### src/pkg/bmec_pkg.sv
// Package with register map, reset values, mode states and timing constants for the buck control.
package bmec_pkg;

  // ****************************************************************
  // Register map
  // ****************************************************************
  localparam logic [7:0] BMEC_CORE_CTRL_ADDR = 8'h05;
  localparam logic [7:0] BMEC_IO_CTRL_ADDR = 8'h06;
  localparam logic [7:0] BMEC_CORE_CTRL_RESET = 8'h09;
  localparam logic [7:0] BMEC_IO_CTRL_RESET = 8'h5f;
  localparam int BMEC_EN_BIT = 6;
  localparam int BMEC_FPWM_BIT = 5;
  localparam logic [4:0] BMEC_CODE_EXT = 5'h00;
  localparam logic [4:0] BMEC_CODE_TOP = 5'h18;
  localparam logic [7:0] BMEC_WRITE_MASK = 8'h7f;

  // ****************************************************************
  // Output level decode, in units of 10 mV
  // ****************************************************************
  localparam logic [7:0] BMEC_CORE_BASE_10MV = 8'h50;
  localparam logic [7:0] BMEC_CORE_STEP_10MV = 8'h05;
  localparam logic [7:0] BMEC_CORE_MAX_10MV = 8'hc8;

  // ****************************************************************
  // Timing
  // ****************************************************************
  localparam int BMEC_LIGHT_LOAD_CYCLES = 32;
  localparam int BMEC_CLK_NS = 8;
  localparam int BMEC_DRAIN_NS = 16;
  localparam int BMEC_DRAIN_CYCLES =
    (BMEC_DRAIN_NS / BMEC_CLK_NS) < 1 ? 1 : (BMEC_DRAIN_NS / BMEC_CLK_NS);

  // ****************************************************************
  // Converter states
  // ****************************************************************
  typedef enum logic [2:0] {
    BMEC_OFF,
    BMEC_PWM,
    BMEC_PFM_HIGH,
    BMEC_PFM_LOW,
    BMEC_PFM_DRAIN,
    BMEC_PFM_SLEEP
  } bmec_state_t;

endpackage

### src/rtl/bmec_top.sv
// Mode, switch sequencing and enable control for the core and io step-down regulators.
`timescale 1ns/1ps
`default_nettype none

// Functional notes
// - Enter pulse-frequency mode after 32 cycles discontinuous or below mode current.
// - In pulse-width mode an overcurrent trip ends the high-side pulse that cycle.
// - Pulse-frequency band is set by comparators 0.8 to 1.6 percent above nominal.
// - Pulse mode: high side on until above high threshold or peak limit.
// - After high side, low side conducts until zero current detected.
// - Still below high threshold after low phase: repeat high then low.
// - At high threshold drain briefly on low side, then both off and sleep.
// - Sleeping, output below low threshold restarts the pulse sequence.
// - Below the return threshold in pulse mode, go back to pulse-width mode.
// - Pulse-width mode drives the low side as synchronous rectifier in off time.
// - Voltage code zero selects external feedback divider.
// - Core code 1 is 0.80 V, 50 mV steps to 1.95 V; 19-1F give 2.00 V.
// - Modulation bit 5 clear: automatic mode; set: forced pulse-width.
// - Core enable bit 6 clear: core follows its enable pin.
// - Core enable bit 6 set enables core regardless of pin.
// - Core pin high at power-on turns core on and keeps it on.
// - Io regulator on by default, then controlled only by its bit 6.

// ****************************************************************
// One converter channel
// ****************************************************************
module bmec_channel
  import bmec_pkg::*;
(
  input wire logic clk,
  input wire logic rst,
  input wire logic enable,
  input wire logic force_pwm,
  input wire logic pwm_on_phase,
  input wire logic discontinuous,
  input wire logic below_mode_current,
  input wire logic overcurrent,
  input wire logic pulse_peak_current_limit,
  input wire logic zero_current,
  input wire logic above_high,
  input wire logic below_low,
  input wire logic below_return,
  output logic high_side_on,
  output logic low_side_on,
  output logic pfm_active
);

  bmec_state_t state;
  bmec_state_t next_state;
  logic [5:0] light_count;
  logic [1:0] drain_count;
  logic light_done;

  // Light-load persistence; any heavy-load cycle restarts the count.
  always_ff @(posedge clk or posedge rst) begin
    if (rst) begin
      light_count <= 6'h00;
    end else if (state != BMEC_PWM || force_pwm ||
                 !(discontinuous || below_mode_current)) begin
      light_count <= 6'h00;
    end else if (!light_done) begin
      light_count <= light_count + 6'h01;
    end
  end
  assign light_done = (light_count >= 6'(BMEC_LIGHT_LOAD_CYCLES - 1));

  // Drain timer for the short low-side pulse before sleeping.
  always_ff @(posedge clk or posedge rst) begin
    if (rst) begin
      drain_count <= 2'h0;
    end else if (state == BMEC_PFM_DRAIN) begin
      drain_count <= drain_count + 2'h1;
    end else begin
      drain_count <= 2'h0;
    end
  end

  // Next-state logic; disable overrides every mode condition.
  always_comb begin
    next_state = state;
    if (!enable) begin
      next_state = BMEC_OFF;
    end else begin
      case (state)
        BMEC_OFF: begin
          next_state = BMEC_PWM;
        end
        BMEC_PWM: begin
          if (light_done && (discontinuous || below_mode_current) && !force_pwm) begin
            next_state = BMEC_PFM_HIGH;
          end
        end
        default: begin
          if (force_pwm || below_return) begin
            next_state = BMEC_PWM;
          end else begin
            case (state)
              BMEC_PFM_HIGH: begin
                if (above_high) begin
                  next_state = BMEC_PFM_DRAIN;
                end else if (pulse_peak_current_limit) begin
                  next_state = BMEC_PFM_LOW;
                end
              end
              BMEC_PFM_LOW: begin
                if (zero_current) begin
                  next_state = above_high ? BMEC_PFM_SLEEP : BMEC_PFM_HIGH;
                end
              end
              BMEC_PFM_DRAIN: begin
                if (zero_current || drain_count >= 2'(BMEC_DRAIN_CYCLES - 1)) begin
                  next_state = BMEC_PFM_SLEEP;
                end
              end
              BMEC_PFM_SLEEP: begin
                if (below_low) begin
                  next_state = BMEC_PFM_HIGH;
                end
              end
              default: begin
                next_state = BMEC_OFF;
              end
            endcase
          end
        end
      endcase
    end
  end

  // State register.
  always_ff @(posedge clk or posedge rst) begin
    if (rst) begin
      state <= BMEC_OFF;
    end else begin
      state <= next_state;
    end
  end

  // Switch drive is registered so both gates never glitch on together.
  always_ff @(posedge clk or posedge rst) begin
    if (rst) begin
      high_side_on <= 1'b0;
      low_side_on <= 1'b0;
      pfm_active <= 1'b0;
    end else begin
      pfm_active <= (next_state != BMEC_OFF) && (next_state != BMEC_PWM);
      case (next_state)
        BMEC_PWM: begin
          high_side_on <= pwm_on_phase && !overcurrent;
          low_side_on <= !(pwm_on_phase && !overcurrent);
        end
        BMEC_PFM_HIGH: begin
          high_side_on <= 1'b1;
          low_side_on <= 1'b0;
        end
        BMEC_PFM_LOW, BMEC_PFM_DRAIN: begin
          high_side_on <= 1'b0;
          low_side_on <= 1'b1;
        end
        default: begin
          high_side_on <= 1'b0;
          low_side_on <= 1'b0;
        end
      endcase
    end
  end
endmodule

// ****************************************************************
// Top: register port, enables, code decode and both channels
// ****************************************************************
module bmec_top
  import bmec_pkg::*;
(
  input wire logic clk,
  input wire logic rst,
  input wire logic reg_wr,
  input wire logic [7:0] reg_addr,
  input wire logic [7:0] reg_wdata,
  output logic [7:0] reg_rdata,
  input wire logic core_regulator_enable_pin,
  input wire logic [1:0] pwm_on_phase,
  input wire logic [1:0] discontinuous,
  input wire logic [1:0] below_mode_current,
  input wire logic [1:0] overcurrent,
  input wire logic [1:0] pulse_peak_current_limit,
  input wire logic [1:0] zero_current,
  input wire logic [1:0] above_high,
  input wire logic [1:0] below_low,
  input wire logic [1:0] return_to_fixed_frequency_threshold,
  output logic [1:0] high_side_on,
  output logic [1:0] low_side_on,
  output logic [1:0] pfm_active,
  output logic [1:0] regulator_enabled,
  output logic [1:0] external_feedback,
  output logic [7:0] core_level_10mv
);

  logic [7:0] core_regulator_control;
  logic [7:0] io_regulator_control;
  logic pin_strap_seen;
  logic pin_latched_on;
  logic [1:0] force_pwm;

  // Register writes; bit 7 is reserved and stays zero.
  always_ff @(posedge clk or posedge rst) begin
    if (rst) begin
      core_regulator_control <= BMEC_CORE_CTRL_RESET;
      io_regulator_control <= BMEC_IO_CTRL_RESET;
    end else if (reg_wr) begin
      if (reg_addr == BMEC_CORE_CTRL_ADDR) begin
        core_regulator_control <= reg_wdata & BMEC_WRITE_MASK;
      end else if (reg_addr == BMEC_IO_CTRL_ADDR) begin
        io_regulator_control <= reg_wdata & BMEC_WRITE_MASK;
      end
    end
  end

  // Read decode; unmapped addresses read zero.
  always_comb begin
    if (reg_addr == BMEC_CORE_CTRL_ADDR) begin
      reg_rdata = core_regulator_control;
    end else if (reg_addr == BMEC_IO_CTRL_ADDR) begin
      reg_rdata = io_regulator_control;
    end else begin
      reg_rdata = 8'h00;
    end
  end

  // The pin level is caught on the first clock after reset release, not under reset.
  always_ff @(posedge clk or posedge rst) begin
    if (rst) begin
      pin_strap_seen <= 1'b0;
      pin_latched_on <= 1'b0;
    end else if (!pin_strap_seen) begin
      pin_strap_seen <= 1'b1;
      pin_latched_on <= core_regulator_enable_pin;
    end
  end

  // Enables: the core follows the pin unless the bit or power-on strap holds it on.
  always_comb begin
    regulator_enabled[0] = core_regulator_control[BMEC_EN_BIT] ||
                           core_regulator_enable_pin || pin_latched_on;
    regulator_enabled[1] = io_regulator_control[BMEC_EN_BIT];
    force_pwm[0] = core_regulator_control[BMEC_FPWM_BIT];
    force_pwm[1] = io_regulator_control[BMEC_FPWM_BIT];
  end

  // Voltage code decode, registered for a clean reference setting.
  always_ff @(posedge clk or posedge rst) begin
    if (rst) begin
      external_feedback <= 2'b00;
      core_level_10mv <= 8'h00;
    end else begin
      external_feedback[0] <= core_regulator_control[4:0] == BMEC_CODE_EXT;
      external_feedback[1] <= io_regulator_control[4:0] == BMEC_CODE_EXT;
      if (core_regulator_control[4:0] == BMEC_CODE_EXT) begin
        core_level_10mv <= 8'h00;
      end else if (core_regulator_control[4:0] > BMEC_CODE_TOP) begin
        core_level_10mv <= BMEC_CORE_MAX_10MV;
      end else begin
        core_level_10mv <= 8'(BMEC_CORE_BASE_10MV +
          BMEC_CORE_STEP_10MV * ({3'b000, core_regulator_control[4:0]} - 8'h01));
      end
    end
  end

  // Two identical channels.
  genvar ch;
  generate
    for (ch = 0; ch < 2; ch++) begin : g_ch
      bmec_channel u_ch (
        .clk(clk),
        .rst(rst),
        .enable(regulator_enabled[ch]),
        .force_pwm(force_pwm[ch]),
        .pwm_on_phase(pwm_on_phase[ch]),
        .discontinuous(discontinuous[ch]),
        .below_mode_current(below_mode_current[ch]),
        .overcurrent(overcurrent[ch]),
        .pulse_peak_current_limit(pulse_peak_current_limit[ch]),
        .zero_current(zero_current[ch]),
        .above_high(above_high[ch]),
        .below_low(below_low[ch]),
        .below_return(return_to_fixed_frequency_threshold[ch]),
        .high_side_on(high_side_on[ch]),
        .low_side_on(low_side_on[ch]),
        .pfm_active(pfm_active[ch])
      );
    end
  endgenerate
endmodule

`default_nettype wire

### config.mk
export PLATFORM = sky130hd
export DESIGN_NAME = bmec_top
export DESIGN_NICKNAME = d
export VERILOG_FILES = /design/src/pkg/bmec_pkg.sv /design/src/rtl/bmec_top.sv
export SDC_FILE = /design/constraint.sdc
export NUM_CORES = 1
export LEC_CHECK = 0
export BUFFER_PORTS_ARGS = -buffer_cell sky130_fd_sc_hd__clkbuf_2
export CORE_UTILIZATION = 55
export DETAILED_ROUTE_END_ITERATION = 6
export PLACE_DENSITY = 0.91
export SYNTH_ARGS = -nofsm -noshare
export SYNTH_HDL_FRONTEND = slang
export SYNTH_HIERARCHICAL = 1
export SYNTH_SLANG_ARGS = --single-unit
### constraint.sdc
create_clock -name clk -period 4.36 [get_ports clk]
set_clock_uncertainty 0.1 [all_clocks]
set_input_delay 0.872 -clock clk [delete_from_list [all_inputs] [get_ports clk]]
set_output_delay 0.872 -clock clk [all_outputs]
set_load 0.05 [all_outputs]
==> impl_summary.md <==
Run status
The run finished with clean final reports.

Yosys
Synthesis produced a netlist with a net count of 342. The share of the Yosys chip area taken by registers is about 44%. The register bit total from synthesis is 54. For this run, the number of Yosys warnings is 6. Dividing the synthesized area by the synthesized cell count gives approximately 11 um^2. The number of instances in the synthesized netlist is between 200 and 300. After synthesis, the cell types taking the most area are sky130_fd_sc_hd__dfrtp_1 37%, sky130_fd_sc_hd__dfstp_2 6.7%, sky130_fd_sc_hd__mux2_4 6.7%. The synthesized design devotes to its leading area cell type about 37% of total area.

For this run, asynchronously set or reset flops after synthesis account for between 90% and 100%. The most used flip-flop cell after synthesis is sky130_fd_sc_hd__dfrtp_1. Yosys mapped a number of flops with a built-in enable equal to 0.

The cell area after technology mapping is approximately 3100 um^2. The largest total area in the synthesized netlist belongs to sky130_fd_sc_hd__dfrtp_1. Yosys mapped the design onto about 60 distinct sky130hd cell types.

Power
The net switching power of the design is around 0.47 mW. The internal power of the cells totals around 0.94 mW. Of the total power, the share spent switching nets is between 30 and 40%. The highest ir drop seen on vdd is about 0.28 mV. Combinational cells account for between 30 and 40% of the total power.

The static leakage power is approximately 1.8 nW. Sequential cells account for about two fifths of the total power. The power per cell area is a little under 400 nW/um^2. The fraction of power consumed by the clock network is 28.9%.

Clocking
TritonCTS built the clock tree. The clock insertion delay at the later pin of the skew report is 0.31 ns. After clock tree synthesis, the clock-pin slew on the worst setup and hold paths is roughly 0.10 ns. The number of buffers created by CTS is 5. The number of clock sinks is 54.

The depth of the CTS H-tree is 2. The number of gates resized after CTS was 0. After clock tree synthesis, the flow added hold-fix buffers numbering 0. The number of setup buffers added after CTS is 0. The clock passes through at most 2 buffers. In this run the clock root is driven by a sky130_fd_sc_hd__clkbuf_8.

GRT
The total overflow left after global routing is 0. The initial antenna violation count is 0. Entering global routing, the biggest net connects 27 pins. The wire length of the first global-routing pass is around 11000 um. Global routing used approximately 23% of the available tracks across all layers. The via count of the first global-routing pass is between 2000 and 2500.

Setup path
In this run the register-to-register setup slack is approximately 0.72 ns. The signal on the critical path passes through or2_2 > or4_1 > inv_1 > ha_1 > inv_1 > fa_1 > inv_1 > ha_1 > and3_1 > or4b_1 > o2111ai_1 > a311oi_1. The kind of start point of the critical path is a flop.

On the critical path, the stage with the largest delay is an instance of sky130_fd_sc_hd__or4b_1. The biggest fanout along the worst timing path is 10. The endpoint identified for the worst register-to-register timing path is core_level_10mv[7]$_DFF_PP0_. The launch instance of the worst register-to-register path is core_regulator_control[2]$_DFFE_PP0P_.

Measured in cells, the most critical reg-to-reg path has a length of 12. The source of the critical timing path is core_regulator_control[2]$_DFFE_PP0P_. Among the stages of the critical path, the cell type that occurs most often is sky130_fd_sc_hd__inv_1.

On the worst path, the slowest cell contributes a delay of 0.51 ns. Data on the critical path arrives at its endpoint at 3.73 ns. The endpoint type of the worst setup path is a flop. The kind of critical path is flop to flop. For the worst setup path, the data required time is between 4 and 5 ns.

Final layout
The post-layout net count is approximately 400. The number of filler cells placed in the layout is ~420. Relative to the synthesized area, the layout overhead comes to 14.4%. The fraction of layout cells with a size suffix above 1 is between 30% and 40%.

The number of antenna diodes in the final layout is 0. Measured on the finished design, the core utilization comes to 65.0%. Once layout is done, the placed cells without fillers occupy 3580 um^2.

Floorplanning
The floorplan row count is 27. The area of the die is approximately 6000 um^2. For this configuration, the core starts out at a cell density of 56.8%. The y dimension of the die is between 70 and 80 um. In this run the horizontal extent of the chip is 77.4 um. During I/O placement, the number of pins put on the boundary was 64.

The core region area is between 5000 and 6000 um^2.

Timing
In the final timing run, aggregate negative setup slack is 0 ns. At the pin with the least slew margin, the transition time is between 0.9 and 1 ns. The relative max-transition margin is a little over a third. The clock period minus final worst setup slack is around 3.6 ns. The final period utilization is a little over four fifths. Setup repair after global routing left no endpoint under its margin. The count of final setup violators is 0. The total count of max-transition violations in the final report came to 0.

The highest clock frequency the design can meet is 275 MHz. The worst hold slack is 0.326 ns. The hold violation count in the final report came to 0.

Detailed routing
The remaining antenna violation count after routing is 0. The via count is between 2000 and 2500. After detailed routing, the total wire length is ~6400 um. The remaining design rule violation count is 0.

Dividing the detail-routed wire length by the instance count gives 15.2 um. The initial DRC count is between 100 and 150. In the routed layout, each cell is associated on average with a via count of 5.59. The pre-antenna-repair detailed-routing pass consisted of 4 iterations.

Job
Max-cap violations in this run came to 0.

Place
The placed cell area is between 3000 and 4000 um^2. The congestion estimate from routability-driven global placement came to 0.841. The number of port buffers is between 60 and 70. The HPWL after detailed placement is 4830 um.

Worst hold path
The launch point of the worst hold path is g_ch[1].u_ch/drain_count[0]$_DFF_PP0_. The number of instances on the worst hold path is 1. The path class of the tightest hold or removal check is flop to flop. The path with the worst hold slack has its endpoint at g_ch[1].u_ch/drain_count[0]$_DFF_PP0_.
how the worst max path moves through the flow:
stage,slack [ns],endpoint
global placement,0.92,core_level_10mv[7]$_DFF_PP0_
global route,0.54,core_level_10mv[7]$_DFF_PP0_
CTS,0.73,core_level_10mv[7]$_DFF_PP0_
floorplan,1.02,core_level_10mv[7]$_DFF_PP0_
detailed placement,0.81,core_level_10mv[7]$_DFF_PP0_
finish,0.72,core_level_10mv[7]$_DFF_PP0_
area by class of cell:
class	instances	area [um^2]	area share [%]
repair buffers	61	305	8.53
multi-input cells	195	1580	44.1
clock inverters	2	60.1	1.68
well taps	72	90.1	2.52
flip-flops and latches	54	1360	38.1
clock buffers	6	82.6	2.31
inverters	27	101	2.83
synth_stat cells (all sizes together) (2+ instances only):
cell,number
a311oi,3
a22oi,7
o2bb2ai,2
dfrtp,46
buf,10
nor2b,10
conb,2
mux2,15
o21ai,10
mux2i,2
ha,14
fa,3
nand3,4
a21oi,7
a21bo,2
nand4,4
a41oi,4
inv,27
o21a,2
xor2,7
a32oi,2
nand2b,4
or2b,2
and3b,3
nor3,5
or4,2
nor4,3
o221ai,2
dfstp,8
or2,3
nor4b,3
or4b,4
xnor2,3
nor2,31
and2,5
nand2,15
worst max-delay path, delay by kind of cell (launching register included):
family | cells | cell delay (ns)
AND/OR/NAND/NOR | 4 | 1.53
adder cells (fa/ha/maj) | 3 | 0.96
flip-flops | 1 | 0.50
AO/OA/AOI/OAI | 2 | 0.22
buffers and inverters | 3 | 0.21
logic make-up (layout without fill, tap and decap cells):
family                   count (synthesis)  in the layout  synth area share [%]
other                                    2              2                 0.240
buffers and inverters                   38             96                  6.08
multiplexers                            17             17                  7.72
AND/OR/NAND/NOR                        103            103                  20.0
flip-flops                              54             54                  43.5
adder cells (fa/ha/maj)                 17             17                  7.52
XOR/XNOR                                11             11                  3.52
AO/OA/AOI/OAI                           45             45                  11.4
state kept, by name, indices dropped and copies added (netlist names):
| register | count |
|---|---|
| pin_strap_seen | 1 |
| g_ch.u_ch/state | 6 |
| external_feedback | 2 |
| core_level_10mv | 8 |
| g_ch.u_ch/high_side_on | 2 |
| core_regulator_control | 7 |
| pin_latched_on | 1 |
| g_ch.u_ch/low_side_on | 2 |
| io_regulator_control | 7 |
| g_ch.u_ch/light_count | 12 |
| g_ch.u_ch/drain_count | 4 |
| g_ch.u_ch/pfm_active | 2 |
cell usage in the layout (no fill, tap or decap), types with 3 or more instances in the layout:
cell	count
sky130_fd_sc_hd__mux2_4	14
sky130_fd_sc_hd__xnor2_1	3
sky130_fd_sc_hd__clkbuf_8	6
sky130_fd_sc_hd__xor2_1	7
sky130_fd_sc_hd__a22oi_1	7
sky130_fd_sc_hd__o21ai_1	4
sky130_fd_sc_hd__a21oi_1	7
sky130_fd_sc_hd__and2_1	5
sky130_fd_sc_hd__a311oi_1	3
sky130_fd_sc_hd__nor2_1	30
sky130_fd_sc_hd__dfrtp_1	46
sky130_fd_sc_hd__clkbuf_2	61
sky130_fd_sc_hd__nand4_1	4
sky130_fd_sc_hd__nor2b_1	10
sky130_fd_sc_hd__or4b_1	4
sky130_fd_sc_hd__nor3_1	3
sky130_fd_sc_hd__fa_1	3
sky130_fd_sc_hd__inv_1	27
sky130_fd_sc_hd__nand2_1	15
sky130_fd_sc_hd__dfstp_2	8
sky130_fd_sc_hd__ha_1	14
sky130_fd_sc_hd__nand2b_1	4
sky130_fd_sc_hd__o21ai_0	6
per-stage QoR:
stage	setup WS, ns	power, mW	cells
floorplan	1.02	0.903	287
global placement	0.916	0.975	409
detailed placement	0.811	1.00	409
CTS	0.729	1.41	417
global route	0.545	1.49	417
finish	0.725	1.41	417
routing by layer:
metal | GRT usage (%) | share of wire [%] | vias up
li1 | - | - | 1101
met1 | 30.3 | 43 | 1147
met2 | 38.3 | 51 | 72
met3 | 4.59 | 4.0 | 10
met4 | 8.49 | 1.7 | 0
met5 | 0 | 0 | -
power groups by stage:
stage               Clock [mW]  Combinational [mW]  Sequential [mW]
global placement             0               0.396            0.579
floorplan                    0               0.244            0.659
global route             0.435               0.473            0.579
CTS                      0.412               0.427            0.574
finish                   0.407               0.426            0.574
detailed placement           0               0.422            0.583
Note: power is estimated with default switching activity, not from simulation.
